## src/ledtb_defines.svh

```systemverilog
// Constants for the LED PWM timebase timers and their channel end.
`ifndef LEDTB_DEFINES_SVH
`define LEDTB_DEFINES_SVH

`define LEDTB_NUM_TIMERS      4
`define LEDTB_NUM_CHANNELS    6
`define LEDTB_CNT_W           14
`define LEDTB_RES_W           4
`define LEDTB_RES_MAX         4'he
`define LEDTB_CONF_W          32
`define LEDTB_DIV_A_MSB       21
`define LEDTB_DIV_A_LSB       12
`define LEDTB_DIV_A_W         10
`define LEDTB_DIV_B_MSB       11
`define LEDTB_DIV_B_LSB       4
`define LEDTB_DIV_B_W         8
`define LEDTB_SRC_W           2
`define LEDTB_SRC_PLL60       2'h1
`define LEDTB_SRC_FAST_RC     2'h2
`define LEDTB_SRC_CRYSTAL     2'h3
`define LEDTB_TSEL_W          2
`define LEDTB_OVF_TARGET_W    10
`define LEDTB_CNT_RST         14'h0000
`define LEDTB_RES_RST         4'h0
`define LEDTB_DIV_A_RST       10'h000
`define LEDTB_DIV_B_RST       8'h00
`define LEDTB_OVF_TARGET_RST  10'h000

`endif

```

## src/ledtb_pkg.sv

```systemverilog
// Types shared by both ends of the LED PWM timebase.
`include "ledtb_defines.svh"

package ledtb_pkg;
    typedef logic [`LEDTB_CNT_W-1:0]        ledtb_cnt_t;
    typedef logic [`LEDTB_RES_W-1:0]        ledtb_res_t;
    typedef logic [`LEDTB_DIV_A_W-1:0]      ledtb_div_a_t;
    typedef logic [`LEDTB_DIV_B_W-1:0]      ledtb_div_b_t;
    typedef logic [`LEDTB_DIV_A_W:0]        ledtb_period_t;
    typedef logic [`LEDTB_CONF_W-1:0]       ledtb_conf_t;
    typedef logic [`LEDTB_TSEL_W-1:0]       ledtb_tsel_t;
    typedef logic [`LEDTB_OVF_TARGET_W-1:0] ledtb_ovf_target_t;
    typedef enum logic [1:0] {
        LEDTB_TIMER_IDLE,
        LEDTB_TIMER_RUN,
        LEDTB_TIMER_PAUSED
    } ledtb_timer_state_t;
endpackage

```

## src/ledtb_link_if.sv

```systemverilog
// Link carrying live timer counts and overflow events to the channels.
`timescale 1ns/1ps
`include "ledtb_defines.svh"

interface ledtb_link_if;
    logic [`LEDTB_NUM_TIMERS-1:0][`LEDTB_CNT_W-1:0] timer_count;
    logic [`LEDTB_NUM_TIMERS-1:0]                   timer_overflow;

    modport timer_end (
        output timer_count,
        output timer_overflow
    );
    modport channel_end (
        input  timer_count,
        input  timer_overflow
    );
endinterface

```

## src/ledtb_timers.sv

```systemverilog
// Four timebase timers with fractional dividers and overflow counters.
//
// Summary of operation
// - Four identical, independently configured timers.
// - Common two-bit select picks source clock.
// - Tick rate is source over A+B/256.
// - A in bits 21:12, B in 11:4.
// - B zero: one tick per A pulses.
// - B of 256 ticks last A+1, spread evenly.
// - New divisor applies at overflow after update request.
// - 14-bit counter wraps after two-power resolution minus one.
// - Count readable, resettable and pausable by software.
// - Every overflow raises the timer overflow event.
// - Channel raises interrupt after target plus one overflows.
// - Software order: select, enable, target, irq, resolution.
// - New resolution applies at overflow after update request.
// - Channel enable applies only after channel update request.
// - Each channel follows its selected timer's live count.
// - Registers on bus clock; soft reset clears block.
`timescale 1ns/1ps
`include "ledtb_defines.svh"

module ledtb_timers
    import ledtb_pkg::*;
(
    input  wire logic                                       clk,
    input  wire logic                                       reset,
    input  wire logic                                       soft_reset,
    input  wire logic                                       pll_60mhz_clock,
    input  wire logic                                       fast_rc_clock,
    input  wire logic                                       crystal_clock,
    input  wire logic [`LEDTB_SRC_W-1:0]                    timer_source_clock_select,
    input  wire logic [`LEDTB_NUM_TIMERS-1:0][`LEDTB_CONF_W-1:0] timer_configuration_word,
    input  wire logic [`LEDTB_NUM_TIMERS-1:0][`LEDTB_RES_W-1:0]  counter_resolution,
    input  wire logic [`LEDTB_NUM_TIMERS-1:0]               timer_update_request_set,
    input  wire logic [`LEDTB_NUM_TIMERS-1:0]               timer_counter_reset,
    input  wire logic [`LEDTB_NUM_TIMERS-1:0]               timer_pause,
    output logic      [`LEDTB_NUM_TIMERS-1:0]               timer_update_request,
    output logic      [`LEDTB_NUM_TIMERS-1:0]               timer_overflow_irq,
    output logic      [`LEDTB_NUM_TIMERS-1:0][`LEDTB_CNT_W-1:0] timer_count_value,
    output logic      [`LEDTB_NUM_TIMERS-1:0][`LEDTB_RES_W-1:0] timer_active_resolution,
    output logic      [`LEDTB_NUM_TIMERS-1:0][1:0]          timer_state,
    ledtb_link_if.timer_end                                 link
);

    ////////////////////////////////////////////////////////////////////////////
    // Common source selection and reset.

    logic rst;
    logic pick_pll;
    logic pick_fast_rc;
    logic pick_crystal;
    logic src_pulse;

    // The soft reset acts exactly like the pin reset, on every register of the block.
    assign rst = reset | soft_reset;

    // Each source input is a one-cycle qualifier on clk, so a timer ticks at most once
    // per clk cycle; a source faster than clk must be thinned out before it arrives.
    // Select value zero names no source, and every timer then stands still.
    assign pick_pll     = (timer_source_clock_select == `LEDTB_SRC_PLL60);
    assign pick_fast_rc = (timer_source_clock_select == `LEDTB_SRC_FAST_RC);
    assign pick_crystal = (timer_source_clock_select == `LEDTB_SRC_CRYSTAL);
    assign src_pulse    = (pick_pll && pll_60mhz_clock) ||
                          (pick_fast_rc && fast_rc_clock) ||
                          (pick_crystal && crystal_clock);

    ////////////////////////////////////////////////////////////////////////////
    // One timer per loop pass.

    for (genvar t = 0; t < `LEDTB_NUM_TIMERS; t++) begin : g_timer
        ledtb_div_a_t       act_a_r;
        ledtb_div_b_t       act_b_r;
        ledtb_res_t         act_res_r;
        ledtb_period_t      div_cnt_r;
        ledtb_div_b_t       acc_r;
        ledtb_cnt_t         cnt_r;
        logic               upd_r;
        logic               ovf_r;
        ledtb_timer_state_t state_r;
        ledtb_timer_state_t state_nxt;

        ledtb_div_a_t  cfg_a;
        ledtb_div_b_t  cfg_b;
        ledtb_div_a_t  a_eff;
        logic [`LEDTB_DIV_B_W:0] acc_sum;
        logic          carry;
        ledtb_period_t period;
        ledtb_period_t div_cnt_inc;
        ledtb_res_t    res_c;
        ledtb_cnt_t    cnt_max;
        logic          idle;
        logic          run;
        logic          tick;
        logic          ovf;
        logic          apply;

        ////////////////////////////////////////////////////////////////////////
        // Divider and counter datapath.

        assign cfg_a = timer_configuration_word[t][`LEDTB_DIV_A_MSB:`LEDTB_DIV_A_LSB];
        assign cfg_b = timer_configuration_word[t][`LEDTB_DIV_B_MSB:`LEDTB_DIV_B_LSB];

        // A divisor of zero cannot count, so it behaves as one.
        assign a_eff       = (act_a_r == '0) ? ledtb_div_a_t'(1) : act_a_r;
        // The carry out of the phase accumulator marks the long ticks; B carries
        // per 256 ticks, evenly spaced by construction.
        assign acc_sum     = {1'b0, acc_r} + {1'b0, act_b_r};
        assign carry       = acc_sum[`LEDTB_DIV_B_W];
        assign period      = {1'b0, a_eff} + ledtb_period_t'(carry);
        assign div_cnt_inc = div_cnt_r + ledtb_period_t'(1);

        // Resolutions above the counter width clamp to the full width.
        assign res_c   = (act_res_r > `LEDTB_RES_MAX) ? `LEDTB_RES_MAX : act_res_r;
        assign cnt_max = ledtb_cnt_t'(({1'b0, {`LEDTB_CNT_W{1'b0}}} | (15'h0001 << res_c))
                                      - 15'h0001);

        // A timer with zero active resolution is idle; writing a resolution starts it.
        assign idle = (act_res_r == '0);
        assign run  = !idle && !timer_pause[t];
        assign tick = run && src_pulse && (div_cnt_inc == period);
        assign ovf  = tick && (cnt_r == cnt_max);

        // Both fields move in the same cycle, so no mixed setting is ever used.
        assign apply = idle || (ovf && upd_r);

        ////////////////////////////////////////////////////////////////////////
        // Registers of this timer.

        // While idle the active set follows the inputs, so a timer starts with
        // whatever divisor stands beside the resolution that wakes it.
        always_ff @(posedge clk) begin
            if (rst) begin
                act_a_r   <= `LEDTB_DIV_A_RST;
                act_b_r   <= `LEDTB_DIV_B_RST;
                act_res_r <= `LEDTB_RES_RST;
            end else if (apply) begin
                act_a_r   <= cfg_a;
                act_b_r   <= cfg_b;
                act_res_r <= counter_resolution[t];
            end
        end

        // A request raised in the applying cycle stays pending.
        always_ff @(posedge clk) begin
            if (rst) begin
                upd_r <= 1'b0;
            end else begin
                upd_r <= timer_update_request_set[t] | (upd_r & ~apply);
            end
        end

        // A counter reset or an idle timer restarts the divider and its phase, so
        // the first tick after a restart is a whole one.
        always_ff @(posedge clk) begin
            if (rst || timer_counter_reset[t] || idle) begin
                div_cnt_r <= '0;
                acc_r     <= `LEDTB_DIV_B_RST;
            end else if (tick) begin
                div_cnt_r <= '0;
                acc_r     <= acc_sum[`LEDTB_DIV_B_W-1:0];
            end else if (run && src_pulse) begin
                div_cnt_r <= div_cnt_inc;
            end
        end

        // The wrap happens on the tick that would pass the top count.
        always_ff @(posedge clk) begin
            if (rst || timer_counter_reset[t] || idle) begin
                cnt_r <= `LEDTB_CNT_RST;
            end else if (ovf) begin
                cnt_r <= `LEDTB_CNT_RST;
            end else if (tick) begin
                cnt_r <= cnt_r + ledtb_cnt_t'(1);
            end
        end

        // The overflow event is registered, so it stands for the one cycle after the wrap.
        always_ff @(posedge clk) begin
            if (rst) begin
                ovf_r <= 1'b0;
            end else begin
                ovf_r <= ovf;
            end
        end

        always_comb begin
            state_nxt = LEDTB_TIMER_RUN;
            if (idle) begin
                state_nxt = LEDTB_TIMER_IDLE;
            end else if (timer_pause[t]) begin
                state_nxt = LEDTB_TIMER_PAUSED;
            end
        end

        // The reported state is registered like the other data outputs.
        always_ff @(posedge clk) begin
            if (rst) begin
                state_r <= LEDTB_TIMER_IDLE;
            end else begin
                state_r <= state_nxt;
            end
        end

        assign timer_update_request[t]    = upd_r;
        assign timer_overflow_irq[t]      = ovf_r;
        assign timer_count_value[t]       = cnt_r;
        assign timer_active_resolution[t] = act_res_r;
        assign timer_state[t]             = state_r;
        assign link.timer_count[t]        = cnt_r;
        assign link.timer_overflow[t]     = ovf_r;
    end

endmodule // ledtb_timers
```

## src/flat_wrapper.sv

```systemverilog
// flat-port wrapper written by rule: the top's interface ports become plain ports
module ledtb_timers_flat import ledtb_pkg::*;
  (clk, reset, soft_reset, pll_60mhz_clock, fast_rc_clock, crystal_clock, timer_source_clock_select, timer_configuration_word, counter_resolution, timer_update_request_set, timer_counter_reset, timer_pause, timer_update_request, timer_overflow_irq, timer_count_value, timer_active_resolution, timer_state, link_timer_count, link_timer_overflow);
  ledtb_link_if link_i ();
  input  wire logic clk;
  input  wire logic reset;
  input  wire logic soft_reset;
  input  wire logic pll_60mhz_clock;
  input  wire logic fast_rc_clock;
  input  wire logic crystal_clock;
  input  wire logic [`LEDTB_SRC_W-1:0] timer_source_clock_select;
  input  wire logic [`LEDTB_NUM_TIMERS-1:0][`LEDTB_CONF_W-1:0] timer_configuration_word;
  input  wire logic [`LEDTB_NUM_TIMERS-1:0][`LEDTB_RES_W-1:0] counter_resolution;
  input  wire logic [`LEDTB_NUM_TIMERS-1:0] timer_update_request_set;
  input  wire logic [`LEDTB_NUM_TIMERS-1:0] timer_counter_reset;
  input  wire logic [`LEDTB_NUM_TIMERS-1:0] timer_pause;
  output logic      [`LEDTB_NUM_TIMERS-1:0] timer_update_request;
  output logic      [`LEDTB_NUM_TIMERS-1:0] timer_overflow_irq;
  output logic      [`LEDTB_NUM_TIMERS-1:0][`LEDTB_CNT_W-1:0] timer_count_value;
  output logic      [`LEDTB_NUM_TIMERS-1:0][`LEDTB_RES_W-1:0] timer_active_resolution;
  output logic      [`LEDTB_NUM_TIMERS-1:0][1:0] timer_state;
  output wire logic [$bits(link_i.timer_count)-1:0] link_timer_count;
  output wire logic [$bits(link_i.timer_overflow)-1:0] link_timer_overflow;
  assign link_timer_count = link_i.timer_count;
  assign link_timer_overflow = link_i.timer_overflow;
  ledtb_timers u_core (.clk(clk), .reset(reset), .soft_reset(soft_reset), .pll_60mhz_clock(pll_60mhz_clock), .fast_rc_clock(fast_rc_clock), .crystal_clock(crystal_clock), .timer_source_clock_select(timer_source_clock_select), .timer_configuration_word(timer_configuration_word), .counter_resolution(counter_resolution), .timer_update_request_set(timer_update_request_set), .timer_counter_reset(timer_counter_reset), .timer_pause(timer_pause), .timer_update_request(timer_update_request), .timer_overflow_irq(timer_overflow_irq), .timer_count_value(timer_count_value), .timer_active_resolution(timer_active_resolution), .timer_state(timer_state), .link(link_i));
endmodule
```

## config.mk

```make
export PLATFORM = sky130hd
export DESIGN_NAME = ledtb_timers_flat
export DESIGN_NICKNAME = d
export VERILOG_FILES = /design/src/ledtb_pkg.sv /design/src/ledtb_link_if.sv /design/src/ledtb_timers.sv /design/src/flat_wrapper.sv
export VERILOG_INCLUDE_DIRS = /design/src
export SDC_FILE = /design/constraint.sdc
export NUM_CORES = 1
export LEC_CHECK = 0
export BUFFER_PORTS_ARGS = -buffer_cell sky130_fd_sc_hd__buf_2
export CAP_MARGIN = 5
export CORE_ASPECT_RATIO = 0.9
export CORE_MARGIN = 1.5
export CORE_UTILIZATION = 31
export DETAILED_ROUTE_END_ITERATION = 8
export PLACE_DENSITY = 0.51
export SLEW_MARGIN = 15
export SYNTH_ARGS = -nofsm -noshare
export SYNTH_HDL_FRONTEND = slang
export SYNTH_SLANG_ARGS = --single-unit
```

## constraint.sdc

```tcl
create_clock -name clk -period 5.2 [get_ports clk]
set_clock_uncertainty 0.1 [all_clocks]
set_input_delay 0.78 -clock clk [delete_from_list [all_inputs] [get_ports clk]]
set_output_delay 0.78 -clock clk [all_outputs]
set_load 0.005 [all_outputs]
```

==> metrics.cfg, run 1 <==
[final_layout]
finalInstanceArea_mm2=0.0176
nNetsFinal=2228
post_route_cells_drive_above_1_share_pct=18.8
area_growth_pct=16.3
fin_util_pct=36.7

[sta]
slew_violations=0
clock.fmax_mhz=205
grt_setup_unrepaired=true
hold_viol=0
worstMarginPinSlew_ps=978
holdWs_ps=318
period_share_pct=93.6
setup_tns_ps=0
timing.final.setup_violations=0
relSlewSlack_pct=34.6
min_period_ps=4870

[clock_network]
cts_tree=yes
clock_latency_ps=570
h-tree-depth=1
numCtsBuffers=30
clock-sinks=236
cts_root_buffer=clkbuf_16
clk_path_buf_depth=3
path_clk_slew_ps=60

[logic_synthesis]
synth.distinct_cells=83
yosysTopAreaCell=dfxtp_1
syn-num-nets=2079
yosysTopAreaCellShare_pct=31.2
synth-edff-count=0
ys_seq_area_share_pct=31.2
post-synth-top-count-cell=dfxtp_1
synthCells=1859
synth_area_per_cell_um2=8.16
synth_area_leaders=dfxtp_1, nand2_1, xnor2_1
synth.yosys.warnings=0
ys_top_cells_by_count=dfxtp_1, nand2_1, nor2_1
ys.flop_type=dfxtp_1
syn_area_mm2=0.0152
synth-seq-cells=236
async_flop_share_pct=0

[worst_setup_path]
ff2ff_path_depth=19
crit_arrival_ps=5220
rrSetupSlack_ps=330
cp-start-kind=register
r2r-start=u_core.g_timer[3].acc_r[0]$_SDFFE_PP0P_
critPathRequiredTime_ps=5550
critPathKind=reg -> reg
crit_fanout=13
rr_endpoint=u_core.g_timer[3].cnt_r[10]$_SDFFE_PP0P_
worstSetupEndpointType=register

[detailed_routing]
wirelength_um=40700
viasPerCell=5.04
vias=13400
route.detailed.drc=0
drtPass1Iterations=7
avgRoutedWirePerCell_um=15.3
antenna_left=0
drt_iter0_markers=685

[pwr]
power_frac_clock_pct=44.8
seq_power_share_pct=41.2
powerDensity_mw_per_mm2=265
p_sw_mw=1.28
swShare_pct=27.3
ir_drop_mv=0.228
leakage_nw=7.11
internal_power_mw=3.40
power_frac_comb_pct=14.0

[die]
die_w_um=236
num_rows=76
core-area_mm2=0.0481
design.die.area_mm2=0.0503
start_util_pct=31.5
die_h_um=213
num_io_pins=312

[grt]
grt_pass1_wl_um=66100
grt_pass1_vias=12700
grt_overflow_total=0
grt_antenna_before_repair=3
grt_usage_pct=15.8
grt_max_degree=89

[place]
place_congestion=0.823
hpwl_um=29000
numPortBuffers=255
postPlaceCellArea_mm2=0.0166

[worst_hold_path]
holdPathStages=3
hold_class=in -> reg
holdPathEnd=u_core.g_timer[2].upd_r$_SDFF_PP0_
min_from=timer_update_request_set[2]

[job]
drv_cap=0

[outcome]
status=finished, final reports clean

-- registers in the layout, indices dropped and copies added (netlist names) --
register and count:
u_core.g_timer.act_b_r 32, u_core.g_timer.cnt_r 56, u_core.g_timer.upd_r 4, u_core.g_timer.ovf_r 4, u_core.g_timer.act_res_r 16, u_core.g_timer.state_r 8, u_core.g_timer.div_cnt_r 44, u_core.g_timer.act_a_r 40
u_core.g_timer.acc_r 32
-- power by group through the flow --
stage	clock network, mW	logic, mW	registers, mW
floorplan	0	0.497	1.93
global placement	0	0.642	1.97
detailed placement	0	0.651	1.97
CTS	2.19	0.656	1.93
global route	2.25	0.729	1.94
finish	2.09	0.656	1.93
-- cell families after synthesis --
kind of cell / Yosys count / share of synthesized area (%)
AOI/OAI and AO/OA: 314 / 13.6
xor gates and xnor gates: 190 / 12.8
muxes: 69 / 4.60
adders and majority gates: 56 / 4.82
buffers and inverters: 218 / 7.46
and+or+nand+nor: 776 / 25.6
DFF: 236 / 31.2
-- per-layer routing --
layer  vias up  global-route usage (%)  part of all wire, %
met3        45                    2.35                  3.5
met5         -                       0                    0
met2       224                    26.4                   46
met4         0                    3.82                  2.0
li1       6789                       -                    -
met1      6329                    21.3                   48
-- through the flow --
stage	worst slack, ps	std cells	power, mW
floorplan	650	1859	2.42
global placement	185	2598	2.61
detailed placement	96.9	2598	2.62
CTS	66.9	2651	4.77
global route	-9.38	2655	4.92
finish	331	2655	4.68
-- repair_timing --
item,in CTS,in global routing
buffers inserted,0,2
hold buffers,0,0
setup endpoints to repair,0,79
gates resized for setup,0,11
hold endpoints to repair,0,0
-- worst max-delay path, stage by stage (launching register included) --
cell,delay (ps)
dfxtp_1,310
ha_1,220
fa_1,410
a21oi_1,190
o21bai_1,110
a21o_1,210
a21oi_2,170
nor2b_1,60
o21ai_0,140
nand2b_1,120
ha_1,260
nand2_1,150
nor2_1,70
xnor3_1,350
or3_1,450
a2111o_1,490
or4_1,560
nand2_1,110
buf_4,200
a21oi_1,60
-- area by class of cell --
| type | count | area [µm²] |
|---|---|---|
| Tap cell | 624 | 781 |
| Multi-Input combinational cell | 1405 | 9410 |
| Fill cell | 5007 | 30500 |
| Timing Repair Buffer | 290 | 1560 |
| Antenna cell | 2 | 5.00 |
| Clock inverter | 7 | 62.6 |
| Sequential cell | 236 | 4720 |
| Clock buffer | 46 | 922 |
| Inverter | 45 | 169 |
-- worst max-delay path by stage --
stage / endpoint / start / slack [ps]
floorplan: u_core.g_timer[2].cnt_r[12]$_SDFFE_PP0P_ / u_core.g_timer[2].acc_r[0]$_SDFFE_PP0P_ / 650
global placement: u_core.g_timer[2].cnt_r[12]$_SDFFE_PP0P_ / u_core.g_timer[2].acc_r[0]$_SDFFE_PP0P_ / 180
CTS: u_core.g_timer[3].cnt_r[7]$_SDFFE_PP0P_ / u_core.g_timer[3].acc_r[0]$_SDFFE_PP0P_ / 70
detailed placement: u_core.g_timer[3].cnt_r[12]$_SDFFE_PP0P_ / u_core.g_timer[3].acc_r[0]$_SDFFE_PP0P_ / 100
global route: u_core.g_timer[0].act_b_r[7]$_SDFFE_PP0P_ / u_core.g_timer[0].acc_r[0]$_SDFFE_PP0P_ / -9
finish: u_core.g_timer[3].cnt_r[10]$_SDFFE_PP0P_ / u_core.g_timer[3].acc_r[0]$_SDFFE_PP0P_ / 330
-- layout by cell type, fill, tap and decap left out, types with 45 or more instances in the layout --
| cell | synthesis | layout |
|---|---|---|
| dfxtp_1 | 236 | 236 |
| buf_2 | 15 | 255 |
| xnor2_1 | 85 | 85 |
| a21oi_1 | 83 | 81 |
| ha_1 | 52 | 51 |
| nand2_1 | 208 | 208 |
| inv_1 | 45 | 45 |
| mux2i_1 | 64 | 64 |
| nor2_1 | 172 | 170 |
| nand3_1 | 103 | 103 |
| xor2_1 | 85 | 85 |
| o21ai_0 | 89 | 89 |
Note: power is estimated with default switching activity, not from simulation.
==> inputs of run 2 (changes only) <==
Settings changed: ABC_AREA from default to 1.
==> metrics.cfg, run 2 <==
[sta]
timing.final.setup_violations=0
slew_violations=0
setup_tns_ps=0
period_share_pct=91.2
relSlewSlack_pct=40.5
grt_setup_unrepaired=false
worstMarginPinSlew_ps=889
hold_viol=0
min_period_ps=4740
clock.fmax_mhz=211

[final_layout]
finalInstanceArea_mm2=0.0187
regMostFlops=u_core.g_timer.cnt_r
regArea_mm2=0.00472
diodes=0
post_route_cells_drive_above_1_share_pct=13.9
reg_top3=u_core.g_timer.cnt_r (56), u_core.g_timer.div_cnt_r (44), u_core.g_timer.act_a_r (40)
multi_input_area_mm2=0.00964
nNetsFinal=2926
area_growth_pct=14.2
nFillCells=5745
final_cell_mix=nand2_1, nor2_1, inv_1
largest_reg_flops=56
layout.cells.most_common=nand2_1

[clock_network]
h-tree-depth=1
cts-hold-fix-buffers=0
cts-resized-gates=0
clock-sinks=236
cts_setup_buffers=0
clk_path_buf_depth=3
cts_tree=yes
clock_latency_ps=580
cts_root_buffer=clkbuf_16
path_clk_slew_ps=60
numCtsBuffers=31

[place]
numPortBuffers=255
hpwl_um=35600
place_congestion=0.894
postPlaceCellArea_mm2=0.0177

[grt]
grt_overflow_total=0
grt_antenna_before_repair=0
grt_usage_pct=17.1
grt_max_degree=61
grt_pass1_wl_um=77900
grt_pass1_vias=15300

[job]
drv_cap=0

[detailed_routing]
viasPerCell=4.79
avgRoutedWirePerCell_um=13.8
drtPass1Iterations=5
wirelength_um=47300
antenna_left=0
route.detailed.drc=0
vias=16400
drt_iter0_markers=817

[logic_synthesis]
synth.distinct_cells=50
async_flop_share_pct=0
yosysTopAreaCell=dfxtp_1
post-synth-top-count-cell=nand2_1
synth_top_family_by_area=simple AND/OR/NAND/NOR gates
synth-simple-area-share_pct=38.3
synth.yosys.warnings=0
synth_area_leaders=dfxtp_1, nand2_1, nor2_1
yosys.area_share.adder_pct=4.46
synthCells=2566
muxShareOfSynthArea_pct=0
syn-num-nets=2786
syn_area_mm2=0.0164
ys.flop_type=dfxtp_1
synth_compound_area_share_pct=9.05
ys_top_cells_by_count=nand2_1, nor2_1, inv_1
synth_xor_area_share_pct=6.89
synth-edff-count=0
synth-seq-cells=236
synth_area_per_cell_um2=6.39
ys_seq_area_share_pct=28.8
yosysTopAreaCellShare_pct=28.8

[die]
die_h_um=221
num_rows=79
design.die.area_mm2=0.0543
num_io_pins=312
start_util_pct=31.5
core-area_mm2=0.0520
die_w_um=245

[worst_setup_path]
critPathKind=reg -> reg
rrSetupSlack_ps=460
crit_arrival_ps=5110
critPathSlowestCell=fa_1
r2r-start=u_core.g_timer[1].acc_r[0]$_SDFFE_PP0P_
ff2ff_path_depth=22
worstSetupStartpoint=u_core.g_timer[1].acc_r[0]$_SDFFE_PP0P_
worstSetupEndpointType=register
crit_fanout=26
cp-start-kind=register
critPathRequiredTime_ps=5560
crit_chain=ha_1 > inv_1 > fa_1 > o21ai_0 > a21oi_1 > o21bai_1 > a21oi_1 > o21bai_1 > ha_1 > ha_1 > inv_1 > nor2_1 > nand2_1 > nand2_1 > nor2_1 > nor3_1 > nand3_1 > nor2_2 > nand4_4 > buf_12 > a21oi_1 > nor2_1
slowest_delay_ps=410

[outcome]
status=finished, final reports clean

[pwr]
ir_drop_mv=0.256
total_power_mw=5.30
leakage_nw=8.46
powerDensity_mw_per_mm2=283

[worst_hold_path]
min_from=timer_pause[3]
holdPathStages=2
hold_class=in -> reg

[run 2: cell count changes in the layout (fill, tap and decap cells not counted), sizes merged, moves of 21 or more]
cell / before / now
and2: 21 / 0
nand3: 103 / 250
or3: 31 / 0
a21oi: 83 / 182
nand4: 37 / 58
nand2: 208 / 652
o21ai: 90 / 49
mux2i: 64 / 0
nor2: 172 / 365
xnor2: 85 / 32
and3: 30 / 2
inv: 45 / 275
[run 2: report_power, final]
part	internal [mW]	switching [mW]	leakage, nW
clock network	1.33	0.888	0.511
registers	1.88	0.0803	1.91
logic	0.403	0.719	6.04
[run 2: final timing paths]
path | to
setup reg to reg | u_core.g_timer[1].act_b_r[6]$_SDFFE_PP0P_
setup / recovery | u_core.g_timer[1].act_b_r[6]$_SDFFE_PP0P_
hold reg to reg | u_core.g_timer[2].acc_r[3]$_SDFFE_PP0P_
hold / removal | u_core.g_timer[3].state_r[0]$_SDFF_PP0_
[run 2: per-layer routing]
metal | share of wire (%) | global-route usage, % | routed length (µm)
met1 | 49 | 23.8 | 23000
met2 | 44 | 27.9 | 21000
met3 | 4.9 | 2.41 | 2300
met4 | 2.2 | 3.96 | 1020
met5 | 0 | 0 | 0
[run 2: critical path: cells and delay by family (launching register included)]
family	cells	cell delay, ps
buf+inv	3	420
fa+ha+maj	4	1210
compound gates	6	1130
flops	1	330
simple gates	9	1420
[run 2: area by class of cell]
| type | count | area share [%] |
|---|---|---|
| clock inverter | 15 | 0.883 |
| inverter | 274 | 5.50 |
| multi-input combinational | 1891 | 51.5 |
| sequential | 236 | 25.2 |
| clock buffer | 43 | 4.71 |
| tap | 688 | 4.60 |
| timing repair buffer | 272 | 7.57 |
[run 2: per-stage QoR]
step	util (%)	hold slack (ps)	std cells	worst slack (ps)
2_1_floorplan	-	348	2566	1470
3_3_place_gp	34.0	358	3361	559
3_5_place_dp	34.0	362	3361	491
4_1_cts	36.0	219	3419	462
5_1_grt	36.0	231	3419	42.2
6_report	36.0	260	3419	457
[run 2: cells by family (layout without fill, tap and decap cells)]
family	Yosys count	in the layout
compound gates	274	274
xor+xnor	128	128
fa+ha+maj	56	56
buf+inv	439	604
flops	236	236
simple gates	1433	1433
